$ cat src/hw/uart_bg_params.svh
// register indices, field positions, reset values and bit timing counts
`ifndef UART_BG_PARAMS_SVH
`define UART_BG_PARAMS_SVH
// register indices; byte address is four times the index
`define IDX_CFG 18'h0ff70
`define IDX_ERR 18'h0ff71
`define IDX_BSS 18'h0ff73
`define IDX_TXD 18'h0ff74
`define IDX_RXD 18'h0ff75
`define IDX_ISR 18'h0ff76
`define IDX_IMR 18'h0ff77
// reset values
`define BSS_RESET 8'h00
`define CFG_RESET 6'h00
`define IRQ_RESET 3'h0
// source selector codes
`define SEL_INT_MAX 4'h7
`define SEL_EXT 4'h8
// source ticks per bit, and the tick that marks mid start bit
`define TICK_LAST 4'hf
`define TICK_HALF 4'h7
// interrupt bit positions
`define EV_TX_DONE 0
`define EV_RX_DONE 1
`define EV_RX_ERR 2
// bus answers
`define RESP_OKAY 2'b00
`define RESP_DECERR 2'b11
`endif

$ cat src/hw/uart_bg_pkg.sv
// types shared by the baud generator and framing logic
package uart_bg_pkg;
  typedef enum logic [1:0] {
    PAR_NONE = 2'b00,
    PAR_ZERO = 2'b01,
    PAR_ODD = 2'b10,
    PAR_EVEN = 2'b11
  } parity_mode_t;
  typedef struct packed {
    logic tx_en;
    logic rx_en;
    parity_mode_t parity;
    logic char_len_sel;
    logic stop_len_sel;
  } async_frame_config_t;
  typedef struct packed {
    logic pe;
    logic fe;
    logic ove;
  } rx_error_status_t;
  typedef enum logic [2:0] {
    ST_IDLE = 3'b000,
    ST_START = 3'b001,
    ST_DATA = 3'b011,
    ST_PAR = 3'b010,
    ST_STOP = 3'b110
  } frame_state_t;
endpackage

$ cat src/hw/uart_baud_framing.sv
// baud generator and async framing with an axi4-lite register slave
// How it works
// source select byte, resets zero, low nibble zero
// codes 0..7 pick clock over 2^(code+1)
// internal bit rate is source over sixteen
// code 8 uses external pin over sixteen
// software avoids selector writes mid transfer
// software avoids fast selectors at high clocks
// software sets external pin as input
// start, 7/8 bits, parity, 1/2 stops
// 7-bit mode drops and zeroes bit 7
// even parity bit makes ones count even
// zero and no parity never flag errors
// receive error cause readable in status
// parity, length and stop field encodings
// receiver checks only the first stop
// even parity rx errors on odd count
// odd parity bit makes ones count odd
// sixteen ticks per bit, sample at midpoint
//
// Design decision made here: register access over AXI4-Lite.
`timescale 1ns/1ps
`default_nettype none
`include "uart_bg_params.svh"
module uart_baud_framing
  import uart_bg_pkg::*;
(
  input wire logic CLK, // 40 mhz system clock
  input wire logic SYS_RST, // synchronous reset, active high
  input wire logic [19:0] AWADDR, // write byte address
  input wire logic AWVALID, // write address valid
  output logic AWREADY, // write address ready
  input wire logic [31:0] WDATA, // write data
  input wire logic [3:0] WSTRB, // write byte strobes
  input wire logic WVALID, // write data valid
  output logic WREADY, // write data ready
  output logic [1:0] BRESP, // write response
  output logic BVALID, // write response valid
  input wire logic BREADY, // write response ready
  input wire logic [19:0] ARADDR, // read byte address
  input wire logic ARVALID, // read address valid
  output logic ARREADY, // read address ready
  output logic [31:0] RDATA, // read data
  output logic [1:0] RRESP, // read response
  output logic RVALID, // read data valid
  input wire logic RREADY, // read data ready
  output logic TXD, // serial transmit line
  input wire logic RXD, // serial receive line
  input wire logic EXT_BIT_CLK, // external bit clock input
  output logic IRQ // level interrupt
);

  // ****************************************
  // register bus
  // ****************************************
  logic aw_held;
  logic w_held;
  logic [17:0] aw_idx;
  logic [31:0] w_data;
  logic [3:0] w_strb;
  logic bvalid;
  logic [1:0] bresp;
  logic rvalid;
  logic [31:0] rdata;
  logic [1:0] rresp;

  // address and data are taken in either order, one write at a time
  assign AWREADY = !aw_held && !bvalid;
  assign WREADY = !w_held && !bvalid;
  assign ARREADY = !rvalid;
  assign BVALID = bvalid;
  assign BRESP = bresp;
  assign RVALID = rvalid;
  assign RDATA = rdata;
  assign RRESP = rresp;

  wire aw_take = AWVALID && AWREADY;
  wire w_take = WVALID && WREADY;
  wire wr_go = aw_held && w_held;
  wire ar_take = ARVALID && ARREADY;
  wire [17:0] ar_idx = ARADDR[19:2];
  wire lane0 = w_strb[0];

  // write decode
  wire wr_cfg = wr_go && aw_idx == `IDX_CFG && lane0;
  wire wr_bss = wr_go && aw_idx == `IDX_BSS && lane0;
  wire wr_txd = wr_go && aw_idx == `IDX_TXD && lane0;
  wire wr_isr = wr_go && aw_idx == `IDX_ISR && lane0;
  wire wr_imr = wr_go && aw_idx == `IDX_IMR && lane0;
  wire wr_hit = aw_idx == `IDX_CFG || aw_idx == `IDX_ERR ||
                aw_idx == `IDX_BSS || aw_idx == `IDX_TXD ||
                aw_idx == `IDX_RXD || aw_idx == `IDX_ISR ||
                aw_idx == `IDX_IMR;

  // write channel holding and response
  always_ff @(posedge CLK) begin
    if (SYS_RST) begin
      aw_held <= 1'b0;
      w_held <= 1'b0;
      aw_idx <= 18'h00000;
      w_data <= 32'h00000000;
      w_strb <= 4'h0;
      bvalid <= 1'b0;
      bresp <= `RESP_OKAY;
    end else begin
      if (aw_take) begin
        aw_held <= 1'b1;
        aw_idx <= AWADDR[19:2];
      end
      if (w_take) begin
        w_held <= 1'b1;
        w_data <= WDATA;
        w_strb <= WSTRB;
      end
      if (wr_go) begin
        aw_held <= 1'b0;
        w_held <= 1'b0;
        bvalid <= 1'b1;
        bresp <= wr_hit ? `RESP_OKAY : `RESP_DECERR;
      end else if (bvalid && BREADY) begin
        bvalid <= 1'b0;
      end
    end
  end

  // ****************************************
  // control and status registers
  // ****************************************
  logic [7:0] baud_source_select;
  async_frame_config_t cfg;
  rx_error_status_t rx_error_status;
  logic [7:0] rx_data;
  logic rx_full;
  logic [2:0] int_status;
  logic [2:0] int_mask;
  logic tx_busy;

  // selector takes full-word writes only (all four strobes), low nibble stays zero
  always_ff @(posedge CLK) begin
    if (SYS_RST) begin
      baud_source_select <= `BSS_RESET;
      cfg <= async_frame_config_t'(`CFG_RESET);
      int_mask <= `IRQ_RESET;
    end else begin
      if (wr_bss && w_strb == 4'hf) begin
        baud_source_select <= {w_data[7:4], 4'h0};
      end
      if (wr_cfg) begin
        cfg <= async_frame_config_t'(w_data[7:2]);
      end
      if (wr_imr) begin
        int_mask <= w_data[2:0];
      end
    end
  end

  // read mux; bits above each register read zero
  wire rd_hit = ar_idx == `IDX_CFG || ar_idx == `IDX_ERR ||
                ar_idx == `IDX_BSS || ar_idx == `IDX_TXD ||
                ar_idx == `IDX_RXD || ar_idx == `IDX_ISR ||
                ar_idx == `IDX_IMR;
  wire [31:0] rd_mux =
    ar_idx == `IDX_CFG ? {24'h000000, cfg, 2'b00} :
    ar_idx == `IDX_ERR ? {29'h00000000, rx_error_status} :
    ar_idx == `IDX_BSS ? {24'h000000, baud_source_select} :
    ar_idx == `IDX_TXD ? {31'h00000000, tx_busy} :
    ar_idx == `IDX_RXD ? {24'h000000, rx_data} :
    ar_idx == `IDX_ISR ? {29'h00000000, int_status} :
    ar_idx == `IDX_IMR ? {29'h00000000, int_mask} : 32'h00000000;
  // reading the receive buffer frees it and clears the error cause
  wire rd_rxd = ar_take && ar_idx == `IDX_RXD;

  always_ff @(posedge CLK) begin
    if (SYS_RST) begin
      rvalid <= 1'b0;
      rdata <= 32'h00000000;
      rresp <= `RESP_OKAY;
    end else if (ar_take) begin
      rvalid <= 1'b1;
      rdata <= rd_mux;
      rresp <= rd_hit ? `RESP_OKAY : `RESP_DECERR;
    end else if (rvalid && RREADY) begin
      rvalid <= 1'b0;
    end
  end

  // ****************************************
  // baud tick generator
  // ****************************************
  logic [7:0] div_cnt;
  logic ext_q;
  wire [3:0] sel = baud_source_select[7:4];
  // code k divides by 2^(k+1); prohibited codes give no tick at all
  wire [8:0] div_mask9 = (9'h002 << sel[2:0]) - 9'h001;
  wire [7:0] div_mask = div_mask9[7:0];
  wire int_tick = (div_cnt & div_mask) == div_mask;
  wire ext_tick = EXT_BIT_CLK && !ext_q;
  // one tick per source clock; a bit is sixteen ticks
  wire tick = sel <= `SEL_INT_MAX ? int_tick :
              sel == `SEL_EXT ? ext_tick : 1'b0;

  // free running divider; a selector write mid frame shifts phase
  always_ff @(posedge CLK) begin
    if (SYS_RST) begin
      div_cnt <= 8'h00;
      ext_q <= 1'b0;
    end else begin
      div_cnt <= div_cnt + 8'h01;
      ext_q <= EXT_BIT_CLK;
    end
  end

  // ****************************************
  // transmitter
  // ****************************************
  frame_state_t tx_state;
  logic [3:0] tx_ticks;
  logic [2:0] tx_bit;
  logic [7:0] tx_shift;
  logic tx_par;
  logic tx_stop2;
  logic txd_q;
  logic tx_done;

  // seven-bit mode drops data bit 7 before parity and shifting
  wire [7:0] tx_word = cfg.char_len_sel ? w_data[7:0] :
                       {1'b0, w_data[6:0]};
  wire tx_ones = ^tx_word;
  wire tx_par_bit = cfg.parity == PAR_EVEN ? tx_ones :
                    cfg.parity == PAR_ODD ? !tx_ones : 1'b0;
  wire [2:0] last_bit = cfg.char_len_sel ? 3'h7 : 3'h6;
  wire tx_end = tick && tx_ticks == `TICK_LAST;
  wire tx_load = wr_txd && cfg.tx_en && tx_state == ST_IDLE;
  assign tx_busy = tx_state != ST_IDLE;

  // frame sequence: start, data lsb first, parity, stops
  always_ff @(posedge CLK) begin
    if (SYS_RST || !cfg.tx_en) begin
      tx_state <= ST_IDLE;
      tx_ticks <= 4'h0;
      tx_bit <= 3'h0;
      tx_shift <= 8'h00;
      tx_par <= 1'b0;
      tx_stop2 <= 1'b0;
      tx_done <= 1'b0;
    end else begin
      tx_done <= 1'b0;
      if (tick) begin
        tx_ticks <= tx_ticks + 4'h1;
      end
      case (tx_state)
        ST_IDLE: begin
          tx_ticks <= 4'h0;
          if (tx_load) begin
            tx_shift <= tx_word;
            tx_par <= tx_par_bit;
            tx_stop2 <= 1'b0;
            tx_state <= ST_START;
          end
        end
        ST_START: begin
          if (tx_end) begin
            tx_bit <= 3'h0;
            tx_state <= ST_DATA;
          end
        end
        ST_DATA: begin
          if (tx_end) begin
            tx_shift <= {1'b0, tx_shift[7:1]};
            tx_bit <= tx_bit + 3'h1;
            if (tx_bit == last_bit) begin
              tx_state <= cfg.parity == PAR_NONE ? ST_STOP : ST_PAR;
            end
          end
        end
        ST_PAR: begin
          if (tx_end) begin
            tx_state <= ST_STOP;
          end
        end
        ST_STOP: begin
          if (tx_end) begin
            if (cfg.stop_len_sel && !tx_stop2) begin
              tx_stop2 <= 1'b1;
            end else begin
              tx_done <= 1'b1;
              tx_state <= ST_IDLE;
            end
          end
        end
        default: tx_state <= ST_IDLE;
      endcase
    end
  end

  // line level registered, so it lags the state by one clock
  always_ff @(posedge CLK) begin
    if (SYS_RST) begin
      txd_q <= 1'b1;
    end else begin
      txd_q <= tx_state == ST_START ? 1'b0 :
               tx_state == ST_DATA ? tx_shift[0] :
               tx_state == ST_PAR ? tx_par : 1'b1;
    end
  end
  assign TXD = txd_q;

  // ****************************************
  // receiver
  // ****************************************
  frame_state_t rx_state;
  logic [3:0] rx_ticks;
  logic [2:0] rx_bit;
  logic [7:0] rx_shift;
  logic rx_pbit;
  logic rx_done;
  logic rx_err_ev;

  wire rx_mid = tick && rx_ticks == `TICK_LAST;
  wire rx_ones = ^rx_shift ^ rx_pbit;
  // zero parity and no parity never report a parity error
  wire rx_pe = cfg.parity == PAR_EVEN ? rx_ones :
               cfg.parity == PAR_ODD ? !rx_ones : 1'b0;
  wire [7:0] rx_word = cfg.char_len_sel ? rx_shift :
                       {1'b0, rx_shift[6:0]};
  // completion wins over a buffer read in the same clock
  wire rx_finish = rx_state == ST_STOP && rx_mid;
  wire rx_ove = rx_full && !rd_rxd;

  // clearing rx_en stops at once and leaves buffer and flags alone
  always_ff @(posedge CLK) begin
    if (SYS_RST || !cfg.rx_en) begin
      rx_state <= ST_IDLE;
      rx_ticks <= 4'h0;
      rx_bit <= 3'h0;
      rx_shift <= 8'h00;
      rx_pbit <= 1'b0;
    end else begin
      if (tick) begin
        rx_ticks <= rx_ticks + 4'h1;
      end
      case (rx_state)
        ST_IDLE: begin
          rx_ticks <= 4'h0;
          if (tick && !RXD) begin
            rx_shift <= 8'h00;
            rx_state <= ST_START;
          end
        end
        ST_START: begin
          // recheck half a bit on; a short glitch is dropped
          if (tick && rx_ticks == `TICK_HALF) begin
            rx_ticks <= 4'h0;
            rx_bit <= 3'h0;
            rx_state <= RXD ? ST_IDLE : ST_DATA;
          end
        end
        ST_DATA: begin
          if (rx_mid) begin
            rx_shift[rx_bit] <= RXD;
            rx_bit <= rx_bit + 3'h1;
            if (rx_bit == last_bit) begin
              rx_state <= cfg.parity == PAR_NONE ? ST_STOP : ST_PAR;
            end
          end
        end
        ST_PAR: begin
          if (rx_mid) begin
            rx_pbit <= RXD;
            rx_state <= ST_STOP;
          end
        end
        ST_STOP: begin
          // only the first stop is looked at, even with two set
          if (rx_mid) begin
            rx_state <= ST_IDLE;
          end
        end
        default: rx_state <= ST_IDLE;
      endcase
    end
  end

  // receive buffer and error cause, cleared by buffer read
  always_ff @(posedge CLK) begin
    if (SYS_RST) begin
      rx_data <= 8'h00;
      rx_full <= 1'b0;
      rx_error_status <= 3'h0;
      rx_done <= 1'b0;
      rx_err_ev <= 1'b0;
    end else begin
      rx_done <= rx_finish;
      rx_err_ev <= rx_finish && (rx_pe || !RXD || rx_ove);
      if (rx_finish) begin
        rx_data <= rx_word;
        rx_full <= 1'b1;
        rx_error_status <= {rx_pe, !RXD, rx_ove};
      end else if (rd_rxd) begin
        rx_full <= 1'b0;
        rx_error_status <= 3'h0;
      end
    end
  end

  // ****************************************
  // interrupts
  // ****************************************
  logic [2:0] events;
  logic [2:0] w1c;
  always_comb begin
    events = 3'h0;
    events[`EV_TX_DONE] = tx_done;
    events[`EV_RX_DONE] = rx_done;
    events[`EV_RX_ERR] = rx_err_ev;
    w1c = wr_isr ? w_data[2:0] : 3'h0;
  end

  // a new event beats a write-one clear in the same clock
  always_ff @(posedge CLK) begin
    if (SYS_RST) begin
      int_status <= `IRQ_RESET;
    end else begin
      int_status <= (int_status & ~w1c) | events;
    end
  end
  assign IRQ = |(int_status & int_mask);

endmodule
`default_nettype wire

$ cat config.mk
export PLATFORM = sky130hd
export DESIGN_NAME = uart_baud_framing
export DESIGN_NICKNAME = d
export VERILOG_FILES = /design/src/hw/uart_bg_pkg.sv /design/src/hw/uart_baud_framing.sv
export VERILOG_INCLUDE_DIRS = /design/src /design/src/hw
export SDC_FILE = /design/constraint.sdc
export NUM_CORES = 1
export LEC_CHECK = 0
export ABC_AREA = 1
export BUFFER_PORTS_ARGS = -buffer_cell sky130_fd_sc_hd__buf_4
export CAP_MARGIN = 10
export CORE_AREA = 8 8 120 122
export DETAILED_ROUTE_END_ITERATION = 6
export DIE_AREA = 0 0 128 130
export GPL_TIMING_DRIVEN = 0
export PLACE_DENSITY = 0.84
export SLEW_MARGIN = 10
export SYNTH_ARGS = -nofsm -noshare
export SYNTH_HDL_FRONTEND = slang
export SYNTH_SLANG_ARGS = --single-unit
$ cat constraint.sdc
create_clock -name CLK -period 1.9 [get_ports CLK]
set_input_delay 0 -clock CLK [delete_from_list [all_inputs] [get_ports CLK]]
set_output_delay 0 -clock CLK [all_outputs]
set_load 0.03 [all_outputs]
======== After elaboration in Yosys (flattened, before gate mapping) ========
Cells that the tools add are included.
cells by class
  add/subtract/negate cells ............... 6
  $mul .................................... 0
  divide/modulo/power cells ............... 0
  magnitude comparators ................... 3
  equal/unequal tests ..................... 46
  shift operators ......................... 1
  multiplexer cells ....................... 70
  bitwise gates (word level) .............. 8
  reduce and logical (&&, ||, !) cells .... 87
operators with widths
  operator                                                           count
  18-bit by 16-bit == test with 1-bit output, second input constant  14
  8-bit two-way mux                                                  11
  3-bit two-way mux                                                  23
  1-bit logical AND                                                  32
  8-bit case mux with 2 select lines                                 2
  3-bit case mux with 5 select lines                                 2
  2-bit inequality test, second input constant                       14
  1-bit two-way mux                                                  21
  4-bit == test, second input constant                               4
  1-bit logical OR                                                   16
  2-bit nonzero test                                                 8
  8-bit XOR reduction                                                2
  3-bit by 2-bit == test with 1-bit output, second input constant    4
  1-bit logical NOT                                                  12
  3-bit case mux with 2 select lines                                 2
  3-bit AND reduction                                                4
  4-bit by 1-bit adder with 4-bit output, second input constant      2
  8-bit by 1-bit adder with 8-bit output, second input constant      1
  8-bit AND                                                          1
  8-bit bitwise mux                                                  1
  8-bit == test                                                      1
  4-bit two-way mux                                                  2
  4-bit case mux with 2 select lines                                 1
  2-bit by 3-bit left shift with 8-bit output, first input constant  1
  27 further kinds                                                   40
word-level totals
  register bits ........................... 150
  bits in latches ......................... 0
  RAM bits ................................ 0
  ROM bits ................................ 0
  input bits .............................. 85
  output and inout port bits .............. 43
  logic and storage cells ................. 261
  memories kept ........................... 0

======== Depth between registers and ports, before layout ========
  word-level depth ........................ 8
  gate-level depth with buffers ........... 19
  mapped depth without buffers ............ 17

======== Least setup slack after synthesis ========
OpenSTA, ideal clock, no wires.
  path type ............................... register -> register
  start ................................... reg baud_source_select[6]
  end ..................................... reg tx_shift[5]
  setup time .............................. 113 ps
  data arrival time ....................... 1911 ps
  required time ........................... 1787 ps
  path slack .............................. -124 ps
  cell stages (with the launch flop) ...... 19
  path buffers ............................ 2
  period minus slack after synthesis ...... 2024 ps
  cell sequence ........................... dfxtp_1 -> buf_4 -> nor3_2 -> inv_1 -> ha_1 -> nor2_1 -> nor2_1 -> nand2_1 -> nor2_1 -> nand3_2 -> nand2_4 -> nand2_2 -> nand2_2 -> nand2_2 -> inv_2 -> buf_6 -> nand2_1 -> nand2_1 -> nor2_1
on the way
  longest elaborated chain between the ends .. 8
  elaborated cells between the ends (all ways) .. 11
  classes of those cells .................. add/sub: 1; order compare: 1; eq/ne: 3; shift: 1; mux: 2; bitwise: 1; reduce/logical: 2
ends and longest elaborated chain
  what                                         RTL line                  source
  from (decl)                                  uart_baud_framing.sv:129  logic [7:0] baud_source_select;
  from (signal assigned)                       uart_baud_framing.sv:141  baud_source_select <= `BSS_RESET;
  from (signal assigned)                       uart_baud_framing.sv:146  baud_source_select <= {w_data[7:4], 4'h0};
  2-bit by 3-bit left shift with 8-bit output  uart_baud_framing.sv:194  wire [8:0] div_mask9 = (9'h002 << sel[2:0]) - 9'h001;
  8-bit by 1-bit subtractor with 8-bit output  uart_baud_framing.sv:194
  8-bit AND                                    uart_baud_framing.sv:196  wire int_tick = (div_cnt & div_mask) == div_mask;
  8-bit == test                                uart_baud_framing.sv:196
  1-bit two-way mux (*)                        uart_baud_framing.sv:199  wire tick = sel <= `SEL_INT_MAX ? int_tick :
  1-bit logical AND (no source line) (*)       -
  2-bit inequality test (no source line) (*)   -
  3-bit AND reduction (no source line) (*)     -
  to (signal assigned)                         uart_baud_framing.sv:255  tx_shift <= tx_word;
  to (signal assigned)                         uart_baud_framing.sv:269  tx_shift <= {1'b0, tx_shift[7:1]};
  to (decl)                                    uart_baud_framing.sv:219  logic [7:0] tx_shift;
Every way passes the cells marked *; elsewhere a longest branch is shown, timed or not.
A chain may end at the register's enable or synchronous reset.

======== Final worst setup path ========
  start ................................... reg baud_source_select[4]
  end ..................................... reg rx_data[3]
on the way
  longest elaborated chain between the ends .. 7
  elaborated cells between the ends (all ways) .. 10
  classes of those cells .................. add/sub: 1; order compare: 1; eq/ne: 2; shift: 1; mux: 2; bitwise: 1; reduce/logical: 2
ends and longest elaborated chain
  what                                         RTL line                  source
  2-bit by 3-bit left shift with 8-bit output  uart_baud_framing.sv:194
  8-bit by 1-bit subtractor with 8-bit output  uart_baud_framing.sv:194
  8-bit AND                                    uart_baud_framing.sv:196
  8-bit == test                                uart_baud_framing.sv:196
  1-bit two-way mux (*)                        uart_baud_framing.sv:199
  1-bit logical AND (no source line) (*)       -
  1-bit logical AND (*)                        uart_baud_framing.sv:327  wire rx_finish = rx_state == ST_STOP && rx_mid;
  to (signal assigned)                         uart_baud_framing.sv:396  rx_data <= rx_word;
  to (decl)                                    uart_baud_framing.sv:132  logic [7:0] rx_data;
Marked as above.

==> metrics.txt <==
# TYPE chip_impl_metric gauge
chip_impl_info{name="critPathLaunch",value="baud_source_select[4]"} 1
chip_impl_metric{name="cts_made_buffers",unit=""} 17
chip_impl_info{name="synth_top_cells_by_area",value="sky130_fd_sc_hd__dfxtp_1, sky130_fd_sc_hd__nor2_1, sky130_fd_sc_hd__nand2_1"} 1
chip_impl_metric{name="synth_to_layout_area_growth",unit="%"} 35.6
chip_impl_metric{name="p_leak",unit="nW"} 3.48
chip_impl_metric{name="cts_max_level",unit=""} 4
chip_impl_metric{name="post_synthesis_cell_area",unit="µm²"} 6110
chip_impl_metric{name="crit_path_max_fanout",unit=""} 10
chip_impl_metric{name="std_cell_rows",unit=""} 41
chip_impl_metric{name="grt_util_met2",unit="%"} 37.6
chip_impl_metric{name="slew_violations",unit=""} 0
chip_impl_metric{name="regArea",unit="µm²"} 2490
chip_impl_metric{name="share_clk_of_total_power",unit="%"} 44.4
chip_impl_metric{name="avgViaCountPerCell",unit=""} 5.38
chip_impl_metric{name="io_pins",unit=""} 128
chip_impl_metric{name="cell_internal_pwr",unit="mW"} 4.73
chip_impl_metric{name="share_seq_of_total_power",unit="%"} 43.6
chip_impl_metric{name="route.detailed.drc",unit=""} 0
chip_impl_metric{name="initial_core_util",unit="%"} 49.2
chip_impl_metric{name="timing.max_slew.rel_slack",unit="%"} 55.0
chip_impl_metric{name="max_freq",unit="MHz"} 448
chip_impl_metric{name="wl_per_cell",unit="µm"} 15.1
chip_impl_info{name="cts_root_buffer",value="sky130_fd_sc_hd__clkbuf_16"} 1
chip_impl_metric{name="switching_power",unit="mW"} 1.60
chip_impl_metric{name="placed_cell_area",unit="µm²"} 6990
chip_impl_metric{name="fraction_of_layout_instances_using_a_drive_strength_above_1",unit="%"} 21.9
chip_impl_metric{name="peakVddDrop",unit="µV"} 691
chip_impl_info{name="hold_path.class",value="input port to flop"} 1
chip_impl_metric{name="dr.pass1.iters",unit=""} 6
chip_impl_metric{name="power_density",unit="nW/µm²"} 764
chip_impl_metric{name="finalCriticalPeriod",unit="ps"} 2230
chip_impl_metric{name="floorplan.core_area",unit="µm²"} 12400
chip_impl_metric{name="tightestPinTransition",unit="ps"} 675
chip_impl_metric{name="arrival",unit="ps"} 2540
chip_impl_metric{name="multi_input_comb_area",unit="µm²"} 3340
chip_impl_metric{name="asyncSetResetFlopFracSynth",unit="%"} 0
chip_impl_info{name="grt_setup_unrepaired",value="yes"} 1
chip_impl_metric{name="clockBufferDepth",unit=""} 2
chip_impl_metric{name="fillers",unit=""} 937
chip_impl_info{name="worst_flop_to_flop_path_endpoint",value="rx_data[3]"} 1
chip_impl_metric{name="reg2reg_setup_slack",unit="ps"} -330
chip_impl_metric{name="number_of_flops_mapped_to_enable_cells_by_yosys",unit=""} 0
chip_impl_metric{name="combinationalPowerShare",unit="%"} 12.0
chip_impl_metric{name="finalCritPeriodShare",unit="%"} 118
chip_impl_info{name="post-synth-top-area-cell",value="sky130_fd_sc_hd__dfxtp_1"} 1
chip_impl_metric{name="gr-usage-all-layers",unit="%"} 21.5
chip_impl_metric{name="post_route_ant_nets",unit=""} 0
chip_impl_metric{name="timing_hold_violations_final",unit=""} 0
chip_impl_info{name="violated_checks",value="negative setup slack"} 1
chip_impl_metric{name="synth_warnings",unit=""} 0
chip_impl_metric{name="die-area",unit="µm²"} 16600
chip_impl_info{name="critical_path.endpoint_type",value="flop"} 1
chip_impl_metric{name="synth.avg_cell_area",unit="µm²"} 6.99
chip_impl_metric{name="worst_hold_slack",unit="ps"} 39.6
chip_impl_metric{name="design_power_total",unit="mW"} 6.33
chip_impl_metric{name="yosys.cell_types.count",unit=""} 45
chip_impl_info{name="run_status",value="finished with violations"} 1
chip_impl_metric{name="power_switching_share",unit="%"} 25.2
chip_impl_metric{name="post_synth_inst_count",unit=""} 874
chip_impl_info{name="synth_flop_cell",value="sky130_fd_sc_hd__dfxtp_1"} 1
chip_impl_metric{name="ys_seq_elements",unit=""} 124
chip_impl_info{name="critical_path_type",value="flop to flop"} 1
chip_impl_info{name="most_frequent_cell_after_synthesis",value="sky130_fd_sc_hd__nor2_1"} 1
chip_impl_metric{name="worst_slack",unit="ps"} -334
chip_impl_metric{name="timing.max_cap.violations",unit=""} 0
chip_impl_metric{name="met1_usage",unit="%"} 22.9
chip_impl_info{name="netlist_top_cells_count",value="sky130_fd_sc_hd__nor2_1, sky130_fd_sc_hd__nand2_1, sky130_fd_sc_hd__dfxtp_1"} 1
chip_impl_metric{name="worst_r2r_path_depth",unit=""} 15
chip_impl_metric{name="synth_top_cell_area_share",unit="%"} 40.6
chip_impl_metric{name="clock_insertion_delay_worst_skew",unit="ps"} 410
chip_impl_metric{name="worstPathRequired",unit="ps"} 2200
chip_impl_metric{name="cts_sinks",unit=""} 124
chip_impl_metric{name="maximum_number_of_pins_on_one_net_before_global_route_repair",unit=""} 17
chip_impl_info{name="worst_r2r_startpoint",value="baud_source_select[4]"} 1
chip_impl_metric{name="globalplace.congestion",unit=""} 0.921
chip_impl_metric{name="buffer_ports.inserted",unit=""} 74
chip_impl_info{name="worst_setup_path_start_kind",value="flop"} 1
chip_impl_metric{name="finish.instance_area",unit="µm²"} 8280
chip_impl_metric{name="final-setup-viol-count",unit=""} 53
chip_impl_metric{name="layout.nets",unit=""} 1133
chip_impl_metric{name="antenna_found_initial",unit=""} 1
chip_impl_metric{name="vias_in_the_first_global_route",unit=""} 6185
chip_impl_metric{name="grtUsageMet3",unit="%"} 5.55
chip_impl_metric{name="drt-total-wl",unit="mm"} 18.5
chip_impl_info{name="cts_tree",value="yes"} 1
chip_impl_metric{name="place_hpwl",unit="mm"} 11.6
chip_impl_metric{name="die_height",unit="µm"} 130
chip_impl_metric{name="gr-total-overflow",unit=""} 0
chip_impl_metric{name="drt_first_iter_violations",unit=""} 792
chip_impl_metric{name="clk_transition_reported_paths",unit="ps"} 50
chip_impl_info{name="cp-endpoint",value="rx_data[3]"} 1
chip_impl_metric{name="first_pass_grt_wire_length",unit="mm"} 28.8
chip_impl_metric{name="synth.yosys.seq_area_share",unit="%"} 40.6
chip_impl_metric{name="dr_total_vias",unit=""} 6591
chip_impl_info{name="global_route.peak_usage_layer",value="met2"} 1
chip_impl_metric{name="dieWidth",unit="µm"} 128
chip_impl_metric{name="fin_skew",unit="ps"} 6.11
critical path: stages, from the launching register on:
cell                      delay [ps]
sky130_fd_sc_hd__dfxtp_4         360
sky130_fd_sc_hd__nor3_4          210
sky130_fd_sc_hd__inv_2            70
sky130_fd_sc_hd__ha_4            260
sky130_fd_sc_hd__nor2_1           30
sky130_fd_sc_hd__nor2_1           90
sky130_fd_sc_hd__nand2_1          60
sky130_fd_sc_hd__nor2_2           90
sky130_fd_sc_hd__nand3_2         130
sky130_fd_sc_hd__nand2_4         180
sky130_fd_sc_hd__nand2_4          90
sky130_fd_sc_hd__nor2_4          130
sky130_fd_sc_hd__buf_4           140
sky130_fd_sc_hd__inv_4            60
sky130_fd_sc_hd__nor2_1          140
sky130_fd_sc_hd__nor2_1           70
worst min-delay path by stage:
| stage | from | end | slack [ps] | cells after the start |
|---|---|---|---|---|
| 2_1_floorplan | RXD | rx_error_status[1] | 100 | 1 |
| 3_3_place_gp | EXT_BIT_CLK | ext_q | 230 | 3 |
| 3_5_place_dp | EXT_BIT_CLK | ext_q | 240 | 3 |
| 4_1_cts | ARADDR[4] | RDATA[0] | 30 | 6 |
| 5_1_grt | ARADDR[4] | RDATA[0] | 70 | 6 |
| 6_report | ARADDR[4] | RDATA[0] | 40 | 6 |
routing by layer:
layer  share of wire, %  wire (µm)
met2                 49       9110
met4                4.1        753
met3                8.8       1620
met5                  0          0
met1                 38       6990
flip-flops by register name, indices dropped and copies added (netlist names), 3 cells and up:
name / cells
aw_idx: 18
RDATA: 8
div_cnt: 8
rx_data: 8
rx_shift: 8
tx_shift: 8
w_data: 8
cfg: 6
baud_source_select: 4
rx_ticks: 4
tx_ticks: 4
w_strb: 4
int_mask: 3
int_status: 3
rx_bit: 3
rx_error_status: 3
rx_state: 3
tx_bit: 3
tx_state: 3
logic make-up after synthesis:
logic type / Yosys count / synth area share [%]
buffers and inverters: 146 / 11.0
AO/OA/AOI/OAI: 191 / 16.8
other: 1 / 0.0614
flip-flops: 124 / 40.6
XOR/XNOR: 17 / 2.44
adder cells (fa/ha/maj): 6 / 1.23
AND/OR/NAND/NOR: 389 / 27.8
timing repair:
item | CTS | global route
gates cloned | 2 | 0
hold endpoints to repair | 39 | 0
pin swaps | 20 | 16
gates resized for setup | 58 | 40
hold buffers | 35 | 0
buffers inserted | 13 | 4
setup endpoints to repair | 53 | 60
cell usage in the layout, fill, tap and decap left out, drive strengths merged, types with 18 or more instances in the layout:
cell	n
inv	93
nand2	133
clkbuf	39
nand3	51
nor2	147
nand4	18
o21ai	101
dlygate4sd3	35
buf	126
nor3	34
conb	24
a21oi	66
dfxtp	124
area by class of cell:
type,instances,share of cell area [%]
Antenna cell,1,0.0302
Clock buffer,25,5.86
Sequential cell,124,30.0
Clock inverter,3,0.181
Buffer,49,3.72
Tap cell,172,2.60
Multi-Input combinational cell,628,40.3
Inverter,96,4.47
Timing Repair Buffer,126,12.8
through the flow:
step / setup slack, ps / setup TNS [ps] / util, % / instances
after global placement: -350 / -11330 / 56.3 / 1143
final: -334 / -12660 / 66.7 / 1224
after floorplan: -86.0 / -897 / - / 897
after CTS: -320 / -12230 / 65.4 / 1220
after detailed placement: -388 / -13580 / 56.3 / 1143
after global routing: -497 / -21150 / 66.7 / 1224
power by group through the flow:
stage               combinational (mW)  clock (mW)  sequential [mW]
floorplan                        0.412           0             2.81
global placement                 0.632           0             2.81
detailed placement               0.640           0             2.81
CTS                              0.716        2.81             2.76
global route                     0.818        2.96             2.77
finish                           0.758        2.81             2.76
Note: power is estimated with default switching activity, not from simulation.
